$ cat src/verilog/window_supervisor_pkg.sv
// package: constants and types for the window watchdog supervisor
`default_nettype none
package window_supervisor_pkg;
    localparam int unsigned CLK_MHZ       = 200;
    // times in their own units
    localparam int unsigned BASE0_US      = 10;
    localparam int unsigned BASE1_US      = 100;
    localparam int unsigned LONG_OPEN_MS  = 600;
    localparam int unsigned FILTER_US     = 400;
    localparam int unsigned IRQ_LOW_US    = 100;
    localparam int unsigned IRQ_TO_US     = 300;
    localparam int unsigned IRQ_HIGH_US   = 300;
    // derived cycle counts
    localparam int unsigned BASE0_CYC     = BASE0_US * CLK_MHZ;
    localparam int unsigned BASE1_CYC     = BASE1_US * CLK_MHZ;
    localparam int unsigned LONG_OPEN_CYC = LONG_OPEN_MS * 1000 * CLK_MHZ;
    localparam int unsigned FILTER_CYC    = FILTER_US * CLK_MHZ;
    localparam int unsigned IRQ_LOW_CYC   = IRQ_LOW_US * CLK_MHZ;
    localparam int unsigned IRQ_TO_CYC    = IRQ_TO_US * CLK_MHZ;
    localparam int unsigned IRQ_HIGH_CYC  = IRQ_HIGH_US * CLK_MHZ;
    localparam int unsigned TIMER_W       = 32;
    localparam int unsigned CNT_W         = 8;
    localparam int unsigned ERR_W         = 8;
    localparam logic [ERR_W-1:0] ERR_INC  = 8'h02;
    localparam logic [ERR_W-1:0] ERR_DEC  = 8'h01;
    localparam logic         SRC_SPI      = 1'b0;
    localparam logic         SRC_PIN      = 1'b1;

    typedef enum {ST_OFF, ST_LONG, ST_OPEN, ST_CLOSED} wd_state_type;
    typedef enum {IRQ_IDLE, IRQ_LOW, IRQ_HIGH} irq_state_type;

    typedef struct packed {
        logic             trigger_source;
        logic             window_base_cycle;
        logic [CNT_W-1:0] open_window_count;
        logic [CNT_W-1:0] closed_window_count;
        logic [ERR_W-1:0] threshold;
    } wd_config_type;
endpackage : window_supervisor_pkg
`default_nettype wire
$ cat src/verilog/window_supervisor.sv
// window watchdog supervisor with pin/spi triggers and interrupt timing
`default_nettype none
// How it works
// - trigger from pin or spi write, one selected, spi after reset.
// - trigger in open window starts closed window, then new open window.
// - valid trigger decrements error counter if above zero, no interrupt.
// - trigger in closed window: new open window, add two, interrupt.
// - open window elapsing without trigger: add two, interrupt, reopen.
// - window length is base cycle 10 or 100 us times count.
// - configuration accepted only in active state.
// - reset release in active state starts a 600 ms long window.
// - config change in long window restarts with a regular open window.
// - only falling edges of the trigger pin count.
// - trigger pin passes a 400 us sampling filter.
// - spi trigger instant is the chip select rising edge.
// - error event while counter exceeds threshold.
// - programming mode blocks watchdog reset, other resets still pass.
// - programming mode keeps interrupts, disables init timer.
// - programming mode independent of state; keep device active.
// - voltage faults still act during programming mode.
// - interrupt line low for at least 100 us.
// - line released after 300 us time-out while reset is released.
// - line stays high at least 300 us before next assertion.
// - interrupt requested in high interval is held until it ends.
// - time-out release sets missed flag without new interrupt.
module window_supervisor
    import window_supervisor_pkg::*;
#(
    parameter int unsigned LONG_OPEN_CYCLES = LONG_OPEN_CYC,
    parameter int unsigned FILTER_CYCLES    = FILTER_CYC
)(
    input  wire logic          clk_sys,
    input  wire logic          rst_n,
    input  wire logic          trigger_pin,
    input  wire logic          spi_chip_select_n,
    input  wire logic          spi_service_write,
    input  wire logic          spi_config_write,
    input  wire wd_config_type spi_config,
    input  wire logic          active_state,
    input  wire logic          mcu_reset_released,
    input  wire logic          programming_support_pin,
    input  wire logic          other_reset_request,
    input  wire logic          voltage_fault_in,
    input  wire logic          irq_flags_pending,
    input  wire logic          init_timer_expired,
    input  wire logic          missed_irq_clear,
    output logic               irq_n,
    output logic               mcu_reset_request,
    output logic               init_timer_enable,
    output logic               voltage_fault_out,
    output logic               wd_error_event,
    output logic               missed_irq_flag,
    output logic [ERR_W-1:0]   error_count,
    output logic               wd_event_irq
);
    initial
    begin
        if (LONG_OPEN_CYCLES < 1 || FILTER_CYCLES < 1)
            $error("window_supervisor: cycle counts must be at least one");
    end

    typedef struct packed {
        logic [1:0]         pin_sync;
        logic [1:0]         scs_sync;
        logic               scs_prev;
        logic               pin_filt;
        logic [TIMER_W-1:0] filt_cnt;
        logic               spi_armed;
        wd_config_type      cfg;
        wd_state_type       wd_state;
        logic [TIMER_W-1:0] win_cnt;
        logic [ERR_W-1:0]   err;
        irq_state_type      irq_state;
        logic [TIMER_W-1:0] irq_cnt;
        logic               irq_held;
        logic               missed;
        logic               wd_irq;
        logic               flags_prev;
    } state_type;

    state_type s_q, s_d;

    // window length in clock cycles from base option and count
    function automatic logic [TIMER_W-1:0] win_len(input logic base,
                                                   input logic [CNT_W-1:0] n);
        logic [TIMER_W-1:0] unit;
        unit = base ? TIMER_W'(BASE1_CYC) : TIMER_W'(BASE0_CYC);
        return TIMER_W'(unit * TIMER_W'(n));
    endfunction : win_len

    // saturating add of two
    function automatic logic [ERR_W-1:0] err_up(input logic [ERR_W-1:0] e);
        return (e > {ERR_W{1'b1}} - ERR_INC) ? {ERR_W{1'b1}} : e + ERR_INC;
    endfunction : err_up

    // combinational helpers, each given a value early in the comb process
    // pin_fall: filtered falling edge of the trigger pin
    // spi_trig: chip select rising edge that closes an armed service frame
    // trig:     the edge of whichever source the configuration selects
    // new_flag: a flag that was not pending in the cycle before
    logic pin_fall;
    logic spi_trig;
    logic trig;
    logic new_flag;

    ////////////////////////////////////////////////////////////////////////
    always_comb
    begin
        s_d = s_q;
        s_d.wd_irq = 1'b0;
        // synchronisers: first stage only feeds the second
        s_d.pin_sync = {s_q.pin_sync[0], trigger_pin};
        s_d.scs_sync = {s_q.scs_sync[0], spi_chip_select_n};
        // edge detection keeps its own copy of the synchronised level, so
        // the metastable first stage is never read by any other logic
        s_d.scs_prev = s_q.scs_sync[1];
        // pending flags are remembered so that only new ones drive the line;
        // flags left standing after a time-out must not pull it low again
        s_d.flags_prev = irq_flags_pending;
        new_flag = irq_flags_pending & ~s_q.flags_prev;
        pin_fall = 1'b0;
        // sampling filter: new level accepted after stable for filter time
        if (s_q.pin_sync[1] == s_q.pin_filt)
            s_d.filt_cnt = '0;
        else if (s_q.filt_cnt >= TIMER_W'(FILTER_CYCLES - 1))
        begin
            s_d.filt_cnt = '0;
            s_d.pin_filt = s_q.pin_sync[1];
            pin_fall     = s_q.pin_filt & ~s_q.pin_sync[1];
        end
        else
            s_d.filt_cnt = s_q.filt_cnt + 1'b1;

        // spi trigger fires on chip select rising edge after a service write
        if (spi_service_write)
            s_d.spi_armed = 1'b1;
        // a frame without a service write leaves the trigger unarmed, so
        // configuration or status frames never count as a trigger
        spi_trig = s_q.spi_armed & s_q.scs_sync[1] & ~s_q.scs_prev;
        if (spi_trig)
            s_d.spi_armed = 1'b0;

        trig = (s_q.cfg.trigger_source == SRC_PIN) ? pin_fall : spi_trig;

        // window state machine
        // the long window accepts a trigger like an open one; a trigger in
        // the closed window aborts it and charges the error counter
        // limitation: window counts of zero expire at once
        if (s_q.win_cnt != '0)
            s_d.win_cnt = s_q.win_cnt - 1'b1;
        case (s_q.wd_state)
            ST_OFF:
            begin
                if (active_state && mcu_reset_released)
                begin
                    s_d.wd_state = ST_LONG;
                    s_d.win_cnt  = TIMER_W'(LONG_OPEN_CYCLES - 1);
                end
            end
            ST_LONG, ST_OPEN:
            begin
                if (trig)
                begin
                    s_d.wd_state = ST_CLOSED;
                    s_d.win_cnt  = win_len(s_q.cfg.window_base_cycle,
                                           s_q.cfg.closed_window_count);
                    if (s_q.err != '0)
                        s_d.err = s_q.err - ERR_DEC;
                end
                else if (s_q.win_cnt == '0)
                begin
                    s_d.wd_state = ST_OPEN;
                    s_d.win_cnt  = win_len(s_q.cfg.window_base_cycle,
                                           s_q.cfg.open_window_count);
                    s_d.err      = err_up(s_q.err);
                    s_d.wd_irq   = 1'b1;
                end
            end
            ST_CLOSED:
            begin
                if (trig || s_q.win_cnt == '0)
                begin
                    s_d.wd_state = ST_OPEN;
                    s_d.win_cnt  = win_len(s_q.cfg.window_base_cycle,
                                           s_q.cfg.open_window_count);
                end
                if (trig)
                begin
                    s_d.err    = err_up(s_q.err);
                    s_d.wd_irq = 1'b1;
                end
            end
            default: s_d.wd_state = ST_OFF;
        endcase

        // configuration only in active state
        if (spi_config_write && active_state)
        begin
            s_d.cfg = spi_config;
            if (s_q.wd_state == ST_LONG)
            begin
                s_d.wd_state = ST_OPEN;
                s_d.win_cnt  = win_len(spi_config.window_base_cycle,
                                       spi_config.open_window_count);
            end
        end
        // leaving active or reasserting reset stops the watchdog
        if (!active_state || !mcu_reset_released)
            s_d.wd_state = ST_OFF;

        // interrupt line timing
        // one counter serves all three intervals: it is reloaded on every
        // change of line state and counts down to zero
        // low: released after the minimum low time once the flags are
        //      cleared, or at the time-out while the reset is released
        // high: kept for the minimum high time before the next assertion
        if (s_q.irq_cnt != '0)
            s_d.irq_cnt = s_q.irq_cnt - 1'b1;
        // missed flag: clear first so that a time-out in the same cycle wins
        if (missed_irq_clear)
            s_d.missed = 1'b0;
        if (new_flag && s_q.irq_state == IRQ_HIGH)
            s_d.irq_held = 1'b1;
        case (s_q.irq_state)
            IRQ_IDLE:
            begin
                if (new_flag || s_q.irq_held)
                begin
                    s_d.irq_state = IRQ_LOW;
                    s_d.irq_cnt   = TIMER_W'(IRQ_TO_CYC - 1);
                    s_d.irq_held  = 1'b0;
                end
            end
            IRQ_LOW:
            begin
                // min low elapsed once count <= timeout - min low
                if (s_q.irq_cnt == '0 && mcu_reset_released)
                begin
                    s_d.irq_state = IRQ_HIGH;
                    s_d.irq_cnt   = TIMER_W'(IRQ_HIGH_CYC - 1);
                    s_d.missed    = 1'b1;
                end
                else if (!irq_flags_pending &&
                         s_q.irq_cnt <= TIMER_W'(IRQ_TO_CYC - IRQ_LOW_CYC))
                begin
                    s_d.irq_state = IRQ_HIGH;
                    s_d.irq_cnt   = TIMER_W'(IRQ_HIGH_CYC - 1);
                end
            end
            IRQ_HIGH:
            begin
                if (s_q.irq_cnt == '0)
                    s_d.irq_state = IRQ_IDLE;
            end
            default: s_d.irq_state = IRQ_IDLE;
        endcase
    end

    ////////////////////////////////////////////////////////////////////////
    // state register
    // the trigger pin idles low through its pull-down, so its synchroniser
    // and filter start low: a high start would fake a falling edge after
    // every reset; chip select idles high for the same reason
    always_ff @(posedge clk_sys or negedge rst_n)
    begin
        if (!rst_n)
        begin
            s_q           <= '0;
            s_q.pin_sync  <= 2'b00;
            s_q.scs_sync  <= 2'b11;
            s_q.scs_prev  <= 1'b1;
            s_q.pin_filt  <= 1'b0;
            s_q.cfg.trigger_source <= SRC_SPI;
            s_q.wd_state  <= ST_OFF;
            s_q.irq_state <= IRQ_IDLE;
        end
        else
            s_q <= s_d;
    end

    ////////////////////////////////////////////////////////////////////////
    // outputs; watchdog errors do not reach reset in programming mode
    // the error event is a level, compared every cycle against the current
    // threshold, so lowering the threshold raises the event at once
    assign wd_error_event    = (s_q.err > s_q.cfg.threshold);
    assign mcu_reset_request = other_reset_request |
                               (wd_error_event & ~programming_support_pin);
    assign init_timer_enable = ~programming_support_pin;
    assign voltage_fault_out = voltage_fault_in;
    assign irq_n             = (s_q.irq_state != IRQ_LOW);
    assign missed_irq_flag   = s_q.missed;
    assign error_count       = s_q.err;
    assign wd_event_irq      = s_q.wd_irq;

    // the initialization timer lives outside this block; only its enable
    // is produced here, its expiry is not acted on
    logic unused_ok;
    assign unused_ok = init_timer_expired;
endmodule : window_supervisor
`default_nettype wire

$ cat config.mk
export PLATFORM = sky130hd
export DESIGN_NAME = window_supervisor
export DESIGN_NICKNAME = d
export VERILOG_FILES = /design/src/verilog/window_supervisor_pkg.sv /design/src/verilog/window_supervisor.sv
export SDC_FILE = /design/constraint.sdc
export NUM_CORES = 1
export LEC_CHECK = 0
export BUFFER_PORTS_ARGS = -buffer_cell sky130_fd_sc_hd__buf_2
export CAP_MARGIN = 15
export CORE_UTILIZATION = 51
export CTS_CLUSTER_DIAMETER = 30
export CTS_CLUSTER_SIZE = 24
export DETAILED_ROUTE_END_ITERATION = 8
export PLACE_DENSITY_LB_ADDON = 0.12
export SYNTH_ARGS = -nofsm -noshare
export SYNTH_HDL_FRONTEND = slang
export SYNTH_SLANG_ARGS = --single-unit
export TNS_END_PERCENT = 10
$ cat constraint.sdc
create_clock -name clk_sys -period 10.7 [get_ports clk_sys]
set_clock_uncertainty 0.15 [all_clocks]
set_input_delay 0 -clock clk_sys [delete_from_list [all_inputs] [get_ports clk_sys]]
set_output_delay 0 -clock clk_sys [all_outputs]
set_load 0.01 [all_outputs]
==> flow_summary.json <==
{
  "status": "finished clean",
  "endpoint_kind": "flop",
  "clockRootBuffer": "clkbuf_16",
  "synth_area_per_cell_um2": 9.471,
  "path_class": "flop to flop",
  "synthToLayoutAreaGrowth_pct": 11.98,
  "coreArea_um2": 27860,
  "async_flop_share": 1.000,
  "cts_tree": "yes",
  "hp-class": "input port to flop",
  "pwr-share-clk": 0.167,
  "drc": 0,
  "place_congestion": 0.8950,
  "comb_power_share": 0.634,
  "antenna_found_initial": 0,
  "dr.first_iter.drc_count": 575,
  "worstPathArrival_ns": 5.89,
  "dp_slack_ns": 5.091,
  "clk_pin_slew_ns": 0.08,
  "synth_top_flop_cell": "dfrtp_1",
  "track_usage": 0.2301,
  "path_cells": "buf_4, nand2b_1, fa_1, inv_1, ha_1, inv_1, fa_1, fa_1, inv_1, ha_1, o21a_1, a2111oi_0, o311a_1, o21ai_0, xnor2_1, o22ai_1, a211oi_1, a21oi_1",
  "synth-seq-cells": 175,
  "yosysTopAreaCell": "dfrtp_1",
  "path_max_fanout": 35,
  "h-tree-depth": 4,
  "ctsResizeCount": 0,
  "drive_gt1_frac": 0.08053,
  "grt_pass1_wl_mm": 52.79,
  "ys_seq_area_frac": 0.3021,
  "avgRoutedWirePerCell_um": 15.36,
  "layout_commonest_cell": "inv_1",
  "die_h_um": 170.7,
  "clkSinkCount": 175,
  "grt_pass1_vias": 10660,
  "fin_crit_sh": 0.5380,
  "n_antenna_cell": 0,
  "peakVddDrop_v": 0.0001587,
  "ios": 55,
  "detail-route-antenna-nets": 0,
  "yosys_warnings": 0,
  "setup_tns_ns": 0,
  "p_int_w": 0.002073,
  "die_area_um2": 29130,
  "synth_edf_count": 0,
  "max_freq_mhz": 173.7,
  "grt-ovfl-total": 0,
  "numPortBuffers": 51,
  "num_vias": 10880,
  "synth_area_leaders": "dfrtp_1 30%, fa_1 14%, ha_1 13%",
  "start_util": 0.5208,
  "slew_viol_final": 0,
  "cpPeakStageDelay_ns": 0.69,
  "layout_common_cells": "212 x inv_1, 172 x dfrtp_1, 153 x ha_1",
  "hold_violations": 0,
  "p_seq_frac": 0.199,
  "dp.final_hpwl_mm": 23.81,
  "required_ns": 10.84,
  "switching_share": 0.4572,
  "switchingPower_w": 0.001746,
  "start_kind": "flop",
  "yosysUniqueCellTypes": 77,
  "drtPass1Iterations": 5,
  "cts_inserted_buffers": 17,
  "leakage_nw": 7.822,
  "fin_nets": 1946,
  "wl_mm": 31.37,
  "relSlewSlack": 0.3694,
  "rsz0062_at_grt": "false",
  "p_per_area_nw_per_um2": 235.0,
  "setup_slack_ns": 4.943,
  "grt_max_degree": 70,
  "synthCells": 1532,
  "vias_per_cell": 5.327,
  "min_period_ns": 5.757,
  "worst_slew_pin_slew_ns": 0.9459,
  "yosys.area.top_type_share": 0.2967,
  "row_count": 61,
  "post_cts_buffers": 0,
  "cts_hold_buf": 39,
  "netlist_area_um2": 14510,
  "clockBufferDepth": 2,
  "max_cap_viol_count": 0,
  "crit_slowest_cell": "a2111oi_0",
  "clock_latency_ns": 0.44,
  "setup_viol": 0,
  "die_w_um": 170.7
}
## routing by layer
| layer | GRT usage | wire (um) |
|---|---|---|
| met1 | 0.3102 | 14720 |
| met4 | 0.06267 | 496 |
| met3 | 0.02660 | 819 |
| met2 | 0.3913 | 15340 |
| met5 | 0 | 0 |
## cell usage after synthesis (all sizes together), types with 38 or more instances
| cell | count |
|---|---|
| xor2 | 38 |
| xnor2 | 65 |
| dfrtp | 172 |
| nand2b | 38 |
| o21ai | 57 |
| fa | 102 |
| a21oi | 60 |
| nor3 | 40 |
| inv | 212 |
| ha | 153 |
| nand2 | 120 |
| nor2 | 112 |
## worst max-delay path, delay by kind of cell (launching register included)
kind,cells,cell delay (ns)
and+or+nand+nor,1,0.29
xor gates and xnor gates,1,0.28
adders and majority gates,5,2.23
AOI/OAI and AO/OA,7,1.89
DFF,1,0.36
buffers and inverters,4,0.37
## final timing paths
path / end / slack (ns) / cells after the start / start
worst max-delay path: s_q[96]$_DFF_PN0_ / 4.94 / 18 / s_q[164]$_DFFE_PN0P_
worst max register to register: s_q[96]$_DFF_PN0_ / 4.94 / 18 / s_q[164]$_DFFE_PN0P_
worst min register to register: s_d[200]$_DFF_PN1_ / 0.21 / 0 / s_d[202]$_DFF_PN1_
worst min-delay path: s_d[204]$_DFF_PN0_ / 0.05 / 2 / trigger_pin
max in group asynchronous: s_q[114]$_DFF_PN0_ / 8.29 / 5 / rst_n
min in group asynchronous: s_q[200]$_DFF_PN1_ / 0.51 / 3 / rst_n
## flip-flops by register name (all words and copies together) (netlist names)
signal / cells
error_count: 8
missed_irq_flag: 1
s_d: 3
s_q: 162
wd_event_irq: 1
## metrics by stage
step | cells | area [um^2] | utilization | hold slack (ns) | power (W)
after floorplan | 1583 | 14700 | - | -0.4456 | 0.002578
after global placement | 1971 | 15250 | 0.5473 | -0.1829 | 0.003139
after detailed placement | 1971 | 15250 | 0.5473 | -0.1809 | 0.003150
after CTS | 2042 | 16250 | 0.5832 | 0.02914 | 0.003833
after global routing | 2042 | 16250 | 0.5832 | 0.03343 | 0.004200
final | 2042 | 16250 | 0.5832 | 0.04786 | 0.003818
## final cells by class
cell class,count,area [um^2]
Clock buffer,21,470.5
Fill cell,2480,11610
Multi-Input combinational cell,1148,9281
Inverter,212,795.8
Timing Repair Buffer,97,721.9
Tap cell,378,473.0
Clock inverter,11,121.4
Sequential cell,175,4383
## cells by family after synthesis
family / Yosys count / share of synthesized area
AOI/OAI and AO/OA: 255 / 0.1177
xor gates and xnor gates: 103 / 0.06218
adders and majority gates: 255 / 0.2727
buffers and inverters: 260 / 0.07149
DFF: 175 / 0.3021
muxes: 11 / 0.008538
other: 2 / 0.0005176
and+or+nand+nor: 471 / 0.1648
## power by group through the flow
| stage | sequential, W | clock (W) | combinational (W) |
|---|---|---|---|
| 2_1_floorplan | 0.000761 | 0 | 0.00182 |
| 3_3_place_gp | 0.000769 | 0 | 0.00237 |
| 3_5_place_dp | 0.000770 | 0 | 0.00238 |
| 4_1_cts | 0.000759 | 0.000653 | 0.00242 |
| 5_1_grt | 0.000767 | 0.000677 | 0.00276 |
| 6_report | 0.000759 | 0.000640 | 0.00242 |
Power figures use the tool's default switching activity.
